File: config.mk
export PLATFORM = sky130hd
export DESIGN_NAME = mdl_loader
export DESIGN_NICKNAME = d
export VERILOG_FILES = /design/src/rtl/mdl_loader.v /design/src/rtl/mdl_word_buf.v
export VERILOG_INCLUDE_DIRS = /design/src /design/src/rtl
export SDC_FILE = /design/constraint.sdc
export NUM_CORES = 2
export LEC_CHECK = 0
export BUFFER_PORTS_ARGS = -buffer_cell sky130_fd_sc_hd__buf_2
export CAP_MARGIN = 20
export CORE_MARGIN = 10
export CORE_UTILIZATION = 55
export CTS_CLUSTER_SIZE = 28
export DETAILED_ROUTE_END_ITERATION = 10
export PLACE_DENSITY = 0.76
export SLEW_MARGIN = 10
export SYNTH_ARGS = -nofsm -noshare
export SYNTH_HDL_FRONTEND = slang
export SYNTH_SLANG_ARGS = --single-unit
File: constraint.sdc
create_clock -name clk_i -period 18 [get_ports clk_i]
set_input_delay 1.8 -clock clk_i [delete_from_list [all_inputs] [get_ports clk_i]]
set_output_delay 1.8 -clock clk_i [all_outputs]
set_load 0.02 [all_outputs]
File: src/rtl/mdl_defines.vh
`ifndef MDL_DEFINES_VH
`define MDL_DEFINES_VH
`define MDL_REG_HEADER 8'h04
`define MDL_REG_PAYLOAD 8'h05
`define MDL_REG_STATUS 8'h02
`define MDL_HDR_ID 16'h001f
`define MDL_SEL_CPU_PROG 8'h00
`define MDL_SEL_CPU_XDATA 8'h01
`define MDL_SEL_DSP_PROG 8'h02
`define MDL_SEL_DSP_COEF 8'h03
`define MDL_SEL_DSP_DATA 8'h04
`define MDL_HDR_BYTES 16'h000c
`define MDL_TRL_BYTES 16'h0004
`define MDL_ERR_INVALID_SEL 6
`define MDL_ERR_END_HDR 7
`define MDL_STATUS_RESET 8'h00
`define MDL_BUF_DEPTH 2
`endif

File: src/rtl/mdl_loader.v
`timescale 1ns/1ps
`include "mdl_defines.vh"
module mdl_loader (
  input wire clk_i,
  input wire rst_b_i,
  input wire [7:0] reg_addr_i,
  input wire reg_wr_i,
  input wire [63:0] reg_wdata_i,
  output reg [63:0] reg_rdata_o,
  input wire [7:0] stream_byte_i,
  input wire stream_valid_i,
  output wire stream_ready_o,
  output wire [2:0] mem_sel_o,
  output wire [15:0] mem_addr_o,
  output wire [55:0] mem_data_o,
  output wire mem_valid_o,
  input wire mem_ready_i,
  output reg session_done_o,
  output wire busy_o
);
  localparam S_IDLE = 4'b0001;
  localparam S_SLAVE = 4'b0010;
  localparam S_STREAM = 4'b0100;
  localparam S_DONE = 4'b1000;

  reg rst_m;
  reg rst_q;
  always @(posedge clk_i or negedge rst_b_i) begin
    if (!rst_b_i) begin
      rst_m <= 1'b0;
      rst_q <= 1'b0;
    end else begin
      rst_m <= 1'b1;
      rst_q <= rst_m;
    end
  end

  reg [3:0] state;
  reg [7:0] err_flags;
  reg [15:0] hdr_sum;
  reg [15:0] hdr_id;
  reg [7:0] sel;
  reg [15:0] addr;
  reg [15:0] total;
  reg [15:0] pos;
  reg [15:0] calc_sum;
  reg [15:0] tail_sum;
  reg [55:0] acc;
  reg [2:0] acc_cnt;
  reg bad;
  reg slave_mode;
  reg [63:0] hdr_reg;
  reg [63:0] pay_reg;

  reg [74:0] push_data;
  reg push_valid;
  wire push_ready;
  wire [74:0] pop_data;

  mdl_word_buf u_buf (
    .clk_i(clk_i),
    .rst_b_i(rst_q),
    .in_data_i(push_data),
    .in_valid_i(push_valid),
    .in_ready_o(push_ready),
    .out_data_o(pop_data),
    .out_valid_o(mem_valid_o),
    .out_ready_i(mem_ready_i)
  );
  assign mem_sel_o = pop_data[74:72];
  assign mem_addr_o = pop_data[71:56];
  assign mem_data_o = pop_data[55:0];
  assign busy_o = (state != S_IDLE) && (state != S_DONE);

  // Bytes per stored word for each memory
  function [2:0] word_len;
    input [7:0] s;
    begin
      case (s)
        `MDL_SEL_DSP_PROG: word_len = 3'd7;
        `MDL_SEL_DSP_COEF: word_len = 3'd4;
        `MDL_SEL_DSP_DATA: word_len = 3'd6;
        default: word_len = 3'd1;
      endcase
    end
  endfunction

  function [15:0] bsum;
    input [63:0] w;
    input [3:0] n;
    integer k;
    begin
      bsum = 16'd0;
      for (k = 0; k < 8; k = k + 1)
        if (k < n)
          bsum = bsum + {8'd0, w[63 - k*8 -: 8]};
    end
  endfunction

  wire sel_ok = (sel <= `MDL_SEL_DSP_DATA);
  wire [2:0] err_bit = (sel == `MDL_SEL_CPU_XDATA) ? 3'd1 : sel[2:0];
  wire hdr_wr = reg_wr_i && reg_addr_i == `MDL_REG_HEADER;
  wire pay_wr = reg_wr_i && reg_addr_i == `MDL_REG_PAYLOAD;
  wire st_wr = reg_wr_i && reg_addr_i == `MDL_REG_STATUS;
  wire [15:0] data_end = total - `MDL_TRL_BYTES;
  wire byte_take = (state == S_STREAM) && stream_valid_i && push_ready;
  // Idle and done both accept a first stream byte, so both must show ready
  assign stream_ready_o = (state != S_SLAVE) && push_ready;
  wire pay_ready = push_ready;
  // Last slave payload is the group that reaches the block's total length
  wire [15:0] pay_next = pos + 16'd8;
  wire pay_last = (pay_next >= total);

  reg [7:0] next_err;
  always @* begin
    next_err = err_flags;
    if (st_wr)
      next_err = reg_wdata_i[39:32];
  end

  // Closing result for a block; it wins over a simultaneous status write to that bit, whether it sets or clears
  task finish;
    input [15:0] trail;
    input [15:0] sumv;
    begin
      if (bad || trail != hdr_sum || sumv != hdr_sum)
        err_flags <= next_err | (8'd1 << err_bit);
      else
        err_flags <= next_err & ~(8'd1 << err_bit);
    end
  endtask

  always @(posedge clk_i or negedge rst_q) begin
    if (!rst_q) begin
      state <= S_IDLE;
      err_flags <= `MDL_STATUS_RESET;
      hdr_sum <= 16'd0;
      hdr_id <= 16'd0;
      sel <= 8'd0;
      addr <= 16'd0;
      total <= 16'd0;
      pos <= 16'd0;
      calc_sum <= 16'd0;
      tail_sum <= 16'd0;
      acc <= 56'd0;
      acc_cnt <= 3'd0;
      bad <= 1'b0;
      slave_mode <= 1'b0;
      hdr_reg <= 64'd0;
      pay_reg <= 64'd0;
      push_data <= 75'd0;
      push_valid <= 1'b0;
      session_done_o <= 1'b0;
    end else begin
      err_flags <= next_err;
      session_done_o <= 1'b0;
      if (push_valid && push_ready)
        push_valid <= 1'b0;
      case (state)
        S_IDLE, S_DONE: begin
          if (hdr_wr) begin
            hdr_reg <= reg_wdata_i;
            hdr_sum <= reg_wdata_i[63:48];
            sel <= reg_wdata_i[47:40];
            addr <= reg_wdata_i[31:16];
            total <= reg_wdata_i[15:0];
            // Sum starts past the checksum; the implied identifier bytes count too
            calc_sum <= bsum({16'd0, reg_wdata_i[47:0]}, 4'd8) + `MDL_HDR_ID;
            pos <= `MDL_HDR_BYTES;
            slave_mode <= 1'b1;
            bad <= (reg_wdata_i[47:40] > `MDL_SEL_DSP_DATA);
            if (reg_wdata_i[15:0] == 16'd0) begin
              state <= S_DONE;
              session_done_o <= 1'b1;
              if (reg_wdata_i != 64'd0)
                err_flags <= next_err | (8'd1 << `MDL_ERR_END_HDR);
            end else if (reg_wdata_i[47:40] > `MDL_SEL_DSP_DATA) begin
              state <= S_IDLE;
              err_flags <= next_err | (8'd1 << `MDL_ERR_INVALID_SEL);
            end else begin
              state <= S_SLAVE;
            end
          end else if (stream_valid_i && push_ready) begin
            state <= S_STREAM;
            slave_mode <= 1'b0;
            pos <= 16'd1;
            hdr_sum <= {stream_byte_i, 8'd0};
            calc_sum <= 16'd0;
            bad <= 1'b0;
            acc_cnt <= 3'd0;
          end
        end
        S_SLAVE: begin
          if (hdr_wr) begin
            bad <= 1'b1;
            state <= S_IDLE;
            err_flags <= next_err | (8'd1 << err_bit);
          end else if (pay_wr && pay_ready && !push_valid) begin
            pay_reg <= reg_wdata_i;
            pos <= pay_next;
            if (pay_last) begin
              finish(reg_wdata_i[15:0], calc_sum + bsum(reg_wdata_i, 4'd6));
              if (reg_wdata_i[31:16] != 16'd0)
                err_flags <= next_err | (8'd1 << err_bit);
              state <= S_IDLE;
            end else begin
              calc_sum <= calc_sum + bsum(reg_wdata_i, 4'd8);
              push_valid <= sel_ok;
              case (sel)
                `MDL_SEL_DSP_PROG: begin
                  push_data <= {sel[2:0], addr, reg_wdata_i[55:0]};
                  addr <= addr + 16'd1;
                end
                `MDL_SEL_DSP_COEF: begin
                  push_data <= {sel[2:0], addr, 24'd0, reg_wdata_i[63:32]};
                  addr <= addr + 16'd1;
                end
                `MDL_SEL_DSP_DATA: begin
                  push_data <= {sel[2:0], addr, 8'd0, reg_wdata_i[47:0]};
                  addr <= addr + 16'd1;
                end
                default: begin
                  // Controller groups push only their top seven bytes; the address still steps by eight
                  push_data <= {sel[2:0], addr, reg_wdata_i[63:8]};
                  addr <= addr + 16'd8;
                end
              endcase
            end
          end
        end
        S_STREAM: begin
          if (byte_take) begin
            pos <= pos + 16'd1;
            if (pos >= 16'd2 && pos < total - 16'd2)
              calc_sum <= calc_sum + {8'd0, stream_byte_i};
            case (pos)
              16'd1: hdr_sum <= {hdr_sum[15:8], stream_byte_i};
              16'd2: hdr_id[15:8] <= stream_byte_i;
              16'd3: hdr_id[7:0] <= stream_byte_i;
              16'd4: sel <= stream_byte_i;
              16'd6: addr[15:8] <= stream_byte_i;
              16'd7: addr[7:0] <= stream_byte_i;
              16'd8: total[15:8] <= stream_byte_i;
              16'd9: total[7:0] <= stream_byte_i;
              16'd11: begin
                if (hdr_id != `MDL_HDR_ID)
                  bad <= 1'b1;
                if (!sel_ok) begin
                  bad <= 1'b1;
                  err_flags <= next_err | (8'd1 << `MDL_ERR_INVALID_SEL);
                end
                if (total == 16'd0) begin
                  state <= S_DONE;
                  session_done_o <= 1'b1;
                end
              end
              default: begin
                if (pos >= `MDL_HDR_BYTES && pos < data_end) begin
                  acc[acc_cnt*8 +: 8] <= stream_byte_i;
                  if (acc_cnt == word_len(sel) - 3'd1) begin
                    acc_cnt <= 3'd0;
                    push_valid <= sel_ok;
                    // One-byte words must not carry bytes left from an older word
                    push_data <= {sel[2:0], addr, (acc_cnt == 3'd0) ? 56'd0 : acc};
                    push_data[acc_cnt*8 +: 8] <= stream_byte_i;
                    addr <= addr + 16'd1;
                  end else begin
                    acc_cnt <= acc_cnt + 3'd1;
                    if (acc_cnt == 3'd0)
                      acc <= {48'd0, stream_byte_i};
                  end
                end else if (pos == data_end || pos == data_end + 16'd1) begin
                  if (stream_byte_i != 8'd0)
                    bad <= 1'b1;
                end else if (pos == total - 16'd2) begin
                  tail_sum[15:8] <= stream_byte_i;
                end else if (pos == total - 16'd1) begin
                  finish({tail_sum[15:8], stream_byte_i}, calc_sum);
                  state <= S_IDLE;
                end
              end
            endcase
          end
        end
        default: state <= S_IDLE;
      endcase
    end
  end

  always @(posedge clk_i or negedge rst_q) begin
    if (!rst_q)
      reg_rdata_o <= 64'd0;
    else if (reg_addr_i == `MDL_REG_STATUS)
      reg_rdata_o <= {24'd0, err_flags, 32'd0};
    else if (reg_addr_i == `MDL_REG_HEADER)
      reg_rdata_o <= hdr_reg;
    else if (reg_addr_i == `MDL_REG_PAYLOAD)
      reg_rdata_o <= pay_reg;
    else
      reg_rdata_o <= 64'd0;
  end
endmodule // mdl_loader

File: src/rtl/mdl_word_buf.v
`timescale 1ns/1ps
// Two-entry buffer; a stall downstream holds words instead of dropping them
module mdl_word_buf (
  input wire clk_i,
  input wire rst_b_i,
  input wire [74:0] in_data_i,
  input wire in_valid_i,
  output wire in_ready_o,
  output reg [74:0] out_data_o,
  output wire out_valid_o,
  input wire out_ready_i
);
  reg [74:0] spare;
  reg [1:0] count;
  wire push = in_valid_i && in_ready_o;
  wire pop = out_valid_o && out_ready_i;
  assign in_ready_o = (count != 2'd2);
  assign out_valid_o = (count != 2'd0);
  always @(posedge clk_i or negedge rst_b_i) begin
    if (!rst_b_i) begin
      count <= 2'd0;
      spare <= 75'd0;
      out_data_o <= 75'd0;
    end else begin
      if (push && !pop)
        count <= count + 2'd1;
      else if (pop && !push)
        count <= count - 2'd1;
      if (pop) begin
        if (count == 2'd2)
          out_data_o <= spare;
        else if (push)
          out_data_o <= in_data_i;
      end else if (push) begin
        if (count == 2'd0)
          out_data_o <= in_data_i;
        else
          spare <= in_data_i;
      end
      if (pop && push && count == 2'd2)
        spare <= in_data_i;
    end
  end
endmodule // mdl_word_buf

==> impl_results.md <==
- Status: finished clean
- Period utilization: 0.560
- Synth Warn #: 0
- Number of synthesized flops with an enable pin: 0
- Vias in the first global route: 30479
- R2r worst-path depth: 19
- Final Skew: 0.0316 ns
- Drt drc: 0
- Critical path arrival: 10.58 ns
- Grt peak-use layer: met2
- Critical path's most frequent cell: ha_1
- Most frequent cells in the layout: dfrtp_1 (605), a21oi_1 (366), nor2_1 (340)
- CTS H-tree depth: 3
- Final setup vio count: 0
- Num CTS Buffers: 68
- CP top delay family: compound AO/OA/AOI/OAI gates
- Slew HR: 0.272
- Post-synthesis average cell area: 9.70 um^2
- R2r startpoint: total[2]$_DFFE_PN0P_
- Max Cap Viol: 0
- Starting Density: 0.557
- Worst-case clock buffer depth: 3
- Antenna-violating nets left: 0
- Port Buffers: 227
- Async set or reset register ratio after synthesis: 1.00
- Vias per cell: 6.54
- Buf/Inv on CP: 3
- Initial antenna violation count: 8
- Hold endpoint: rst_q$_DFF_PN0_
- Die Ht: 279 um
- Gate Count Post-Synth: around 3800
- M2 GR Usage: 0.459
- Setup TNS: 0 ns
- Layout cells sized above 1: 0.166
- Core region area: 0.0660 mm^2
- Synthesized area: ~0.037 mm^2
- Row count: 94
- M1 GR Usage: 0.398
- GPL Wtd Cong: 0.972
- R2r setup slk: 11.54 ns
- I/O Pins: 228
- Power density cells: about 230 mW/mm^2
- Hold Vio Cnt, Final: 0
- Commonest non-fill, non-tap cell in the layout: dfrtp_1
- Routed wire length: 122000 um
- Clk root buf: clkbuf_16
- Crit Path Max Fanout: 8
- Number of synthesized register bits: 607
- CTS tree: yes
- Postcts setup bufs: 0
- Slowest stage cell, crit path: a31oi_1
- Peak supply drop: 0.000331 V
- WHS Path Cells: 0
- Post-synth cell types: 99
- CP max stage delay: roughly 0.54 ns
- Fin. max-slew vios: 0
- Critical path class: in2reg
- Register clock-pin slew on the reported worst setup and hold paths: 0.06 ns
- GRT Util Overall: 0.306
- Largest net degree at the start of global routing: 173
- Main synth FF type: dfrtp_1
- First-pass GRT wire length: 186000 um
- Crit path capture type: flop
- R2R Path End: push_data[45]$_DFFE_PN0P_
- Clk sinks: 607
- Die width: 279 um
- Placed cell areas: 0.0386 mm^2
- Hold Crit Class: reg2reg
- Clock latency on the worst-skew pair: approximately 0.63 ns
- RSZ-0062 raised after global routing: no
- Final HPWL DP: 84800 um
- Die ar.: approximately 0.078 mm^2
- Hold path start: rst_m$_DFF_PN0_
- Design Area, Final: approximately 0.041 mm^2
- Gr ovfl total: 0
- Startpoint class of the critical path: input port
- F_max: ~0.099 GHz
- Worst-Margin Slew: approximately 1.1 ns
- Detailed Route Iter0 Violations: slightly below 4000
- Tmin final: 10.08 ns
- Pleak: 0.0196 uW
- WP data required: ~19 ns
- DR vias: 31660
- Routed length per instance: 25.2 um
- GR Util met3: 0.0864
- Area growth syn-to-layout: 11.5%
- # hold bufs at CTS: 0
- Final #Nets: approximately 4200
- PostCTS Resize Cnt: 0
- Sequential area share after synthesis: 0.413
- Top flop regs: push_data: 75 flops, u_buf.out_data_o: 75 flops, u_buf.spare: 75 flops
- Drt pass-1 iters: 9
-- worst register-to-register path: stages, from the launching register on --
cell and delay (ns):
dfrtp_1 0.46, inv_1 0.35, ha_1 0.47, nor3b_4 0.41
nand2_1 0.17, xnor2_1 0.40, inv_1 0.09, ha_1 0.19
a21o_1 0.17, a21o_1 0.17, a21o_1 0.16, a21o_1 0.17
a21oi_1 0.17, o221ai_1 0.42, nand2b_1 0.30, buf_4 0.30
o22ai_4 0.49, buf_4 0.84, o221ai_1 0.41, o21a_1 0.20
-- layout make-up --
class	count	area [um^2]
Clock inverter	33	554
Tap cell	864	1080
Antenna cell	1	2.50
Clock buffer	90	1860
Timing Repair Buffer	266	1470
Sequential cell	607	15200
Inverter	113	424
Fill cell	5448	25000
Multi-Input combinational cell	2864	20400
-- worst max-delay path by stage --
| stage | from | cells past startpoint | endpoint |
|---|---|---|---|
| CTS | reg_wdata_i[48] | 41 | err_flags[6]$_DFF_PN0_ |
| finish | reg_wdata_i[48] | 41 | err_flags[6]$_DFF_PN0_ |
| global placement | reg_wdata_i[48] | 41 | err_flags[3]$_DFF_PN0_ |
| detailed placement | reg_wdata_i[48] | 41 | err_flags[6]$_DFF_PN0_ |
| global route | reg_wdata_i[48] | 41 | err_flags[6]$_DFF_PN0_ |
| floorplan | rst_q$_DFF_PN0_ | 0 | acc[0]$_DFFE_PN0P_ |
-- synth_stat cells (23+ instances only) --
library cell / instances / area [um^2]
a21o_1: 50 / 375
dfrtp_1: 606 / 15200
ha_1: 198 / 2480
xnor2_1: 173 / 1520
nor4_1: 43 / 269
clkbuf_1: 170 / 638
nand4_1: 34 / 213
nor3_1: 84 / 420
a221oi_1: 40 / 350
and3_1: 37 / 231
a22o_1: 100 / 876
mux2i_1: 97 / 971
inv_1: 111 / 417
o31ai_1: 26 / 195
o21ai_0: 151 / 756
a22oi_1: 28 / 210
a21oi_1: 368 / 1840
buf_1: 23 / 86.3
nand3_1: 73 / 365
xor2_1: 67 / 587
nand2_1: 237 / 890
a211oi_1: 41 / 308
and2_1: 27 / 169
nand2b_1: 32 / 200
o21a_1: 42 / 315
o221ai_1: 27 / 236
nor2_1: 343 / 1290
a31oi_1: 31 / 194
nor2b_1: 30 / 188
mux2_2: 227 / 2560
-- stage by stage --
| stage | power (uW) | cells | util | hold WS (ns) | setup slack, ns |
|---|---|---|---|---|---|
| finish | 9560 | 4838 | 0.622 | 0.348 | 7.92 |
| CTS | 9470 | 4833 | 0.621 | 0.354 | 7.96 |
| floorplan | 6610 | 3795 | - | 0.331 | 8.13 |
| detailed placement | 7930 | 4710 | 0.585 | 0.342 | 7.37 |
| global placement | 7880 | 4710 | 0.585 | 0.333 | 7.74 |
| global route | 10300 | 4838 | 0.622 | 0.371 | 7.14 |
-- power by group --
part	switching, uW	leakage (uW)	total (uW)	internal [uW]
Clock	604	0.00119	1520	913
Sequential	265	0.00813	1830	1560
Combinational	3600	0.0103	6210	2620
-- logic make-up (layout without fill, tap and decap cells) --
kind of cell	Yosys count	count (layout)	share of synthesized area
AO/OA/AOI/OAI	1065	1065	0.191
XOR/XNOR	244	244	0.0591
multiplexers	325	325	0.0962
flip-flops	607	607	0.413
buffers and inverters	324	502	0.0338
AND/OR/NAND/NOR	1012	1012	0.131
adder cells (fa/ha/maj)	214	214	0.0755
other	2	5	0.000204
-- per-layer routing --
| metal | vias up | part of all wire | routed length [um] |
|---|---|---|---|
| li1 | 14094 | - | - |
| met1 | 15337 | 0.39 | 48000 |
| met2 | 1763 | 0.43 | 52600 |
| met3 | 452 | 0.11 | 13800 |
| met4 | 14 | 0.063 | 7650 |
| met5 | - | 0.00070 | 85 |
(Power assumes the default switching activity.)
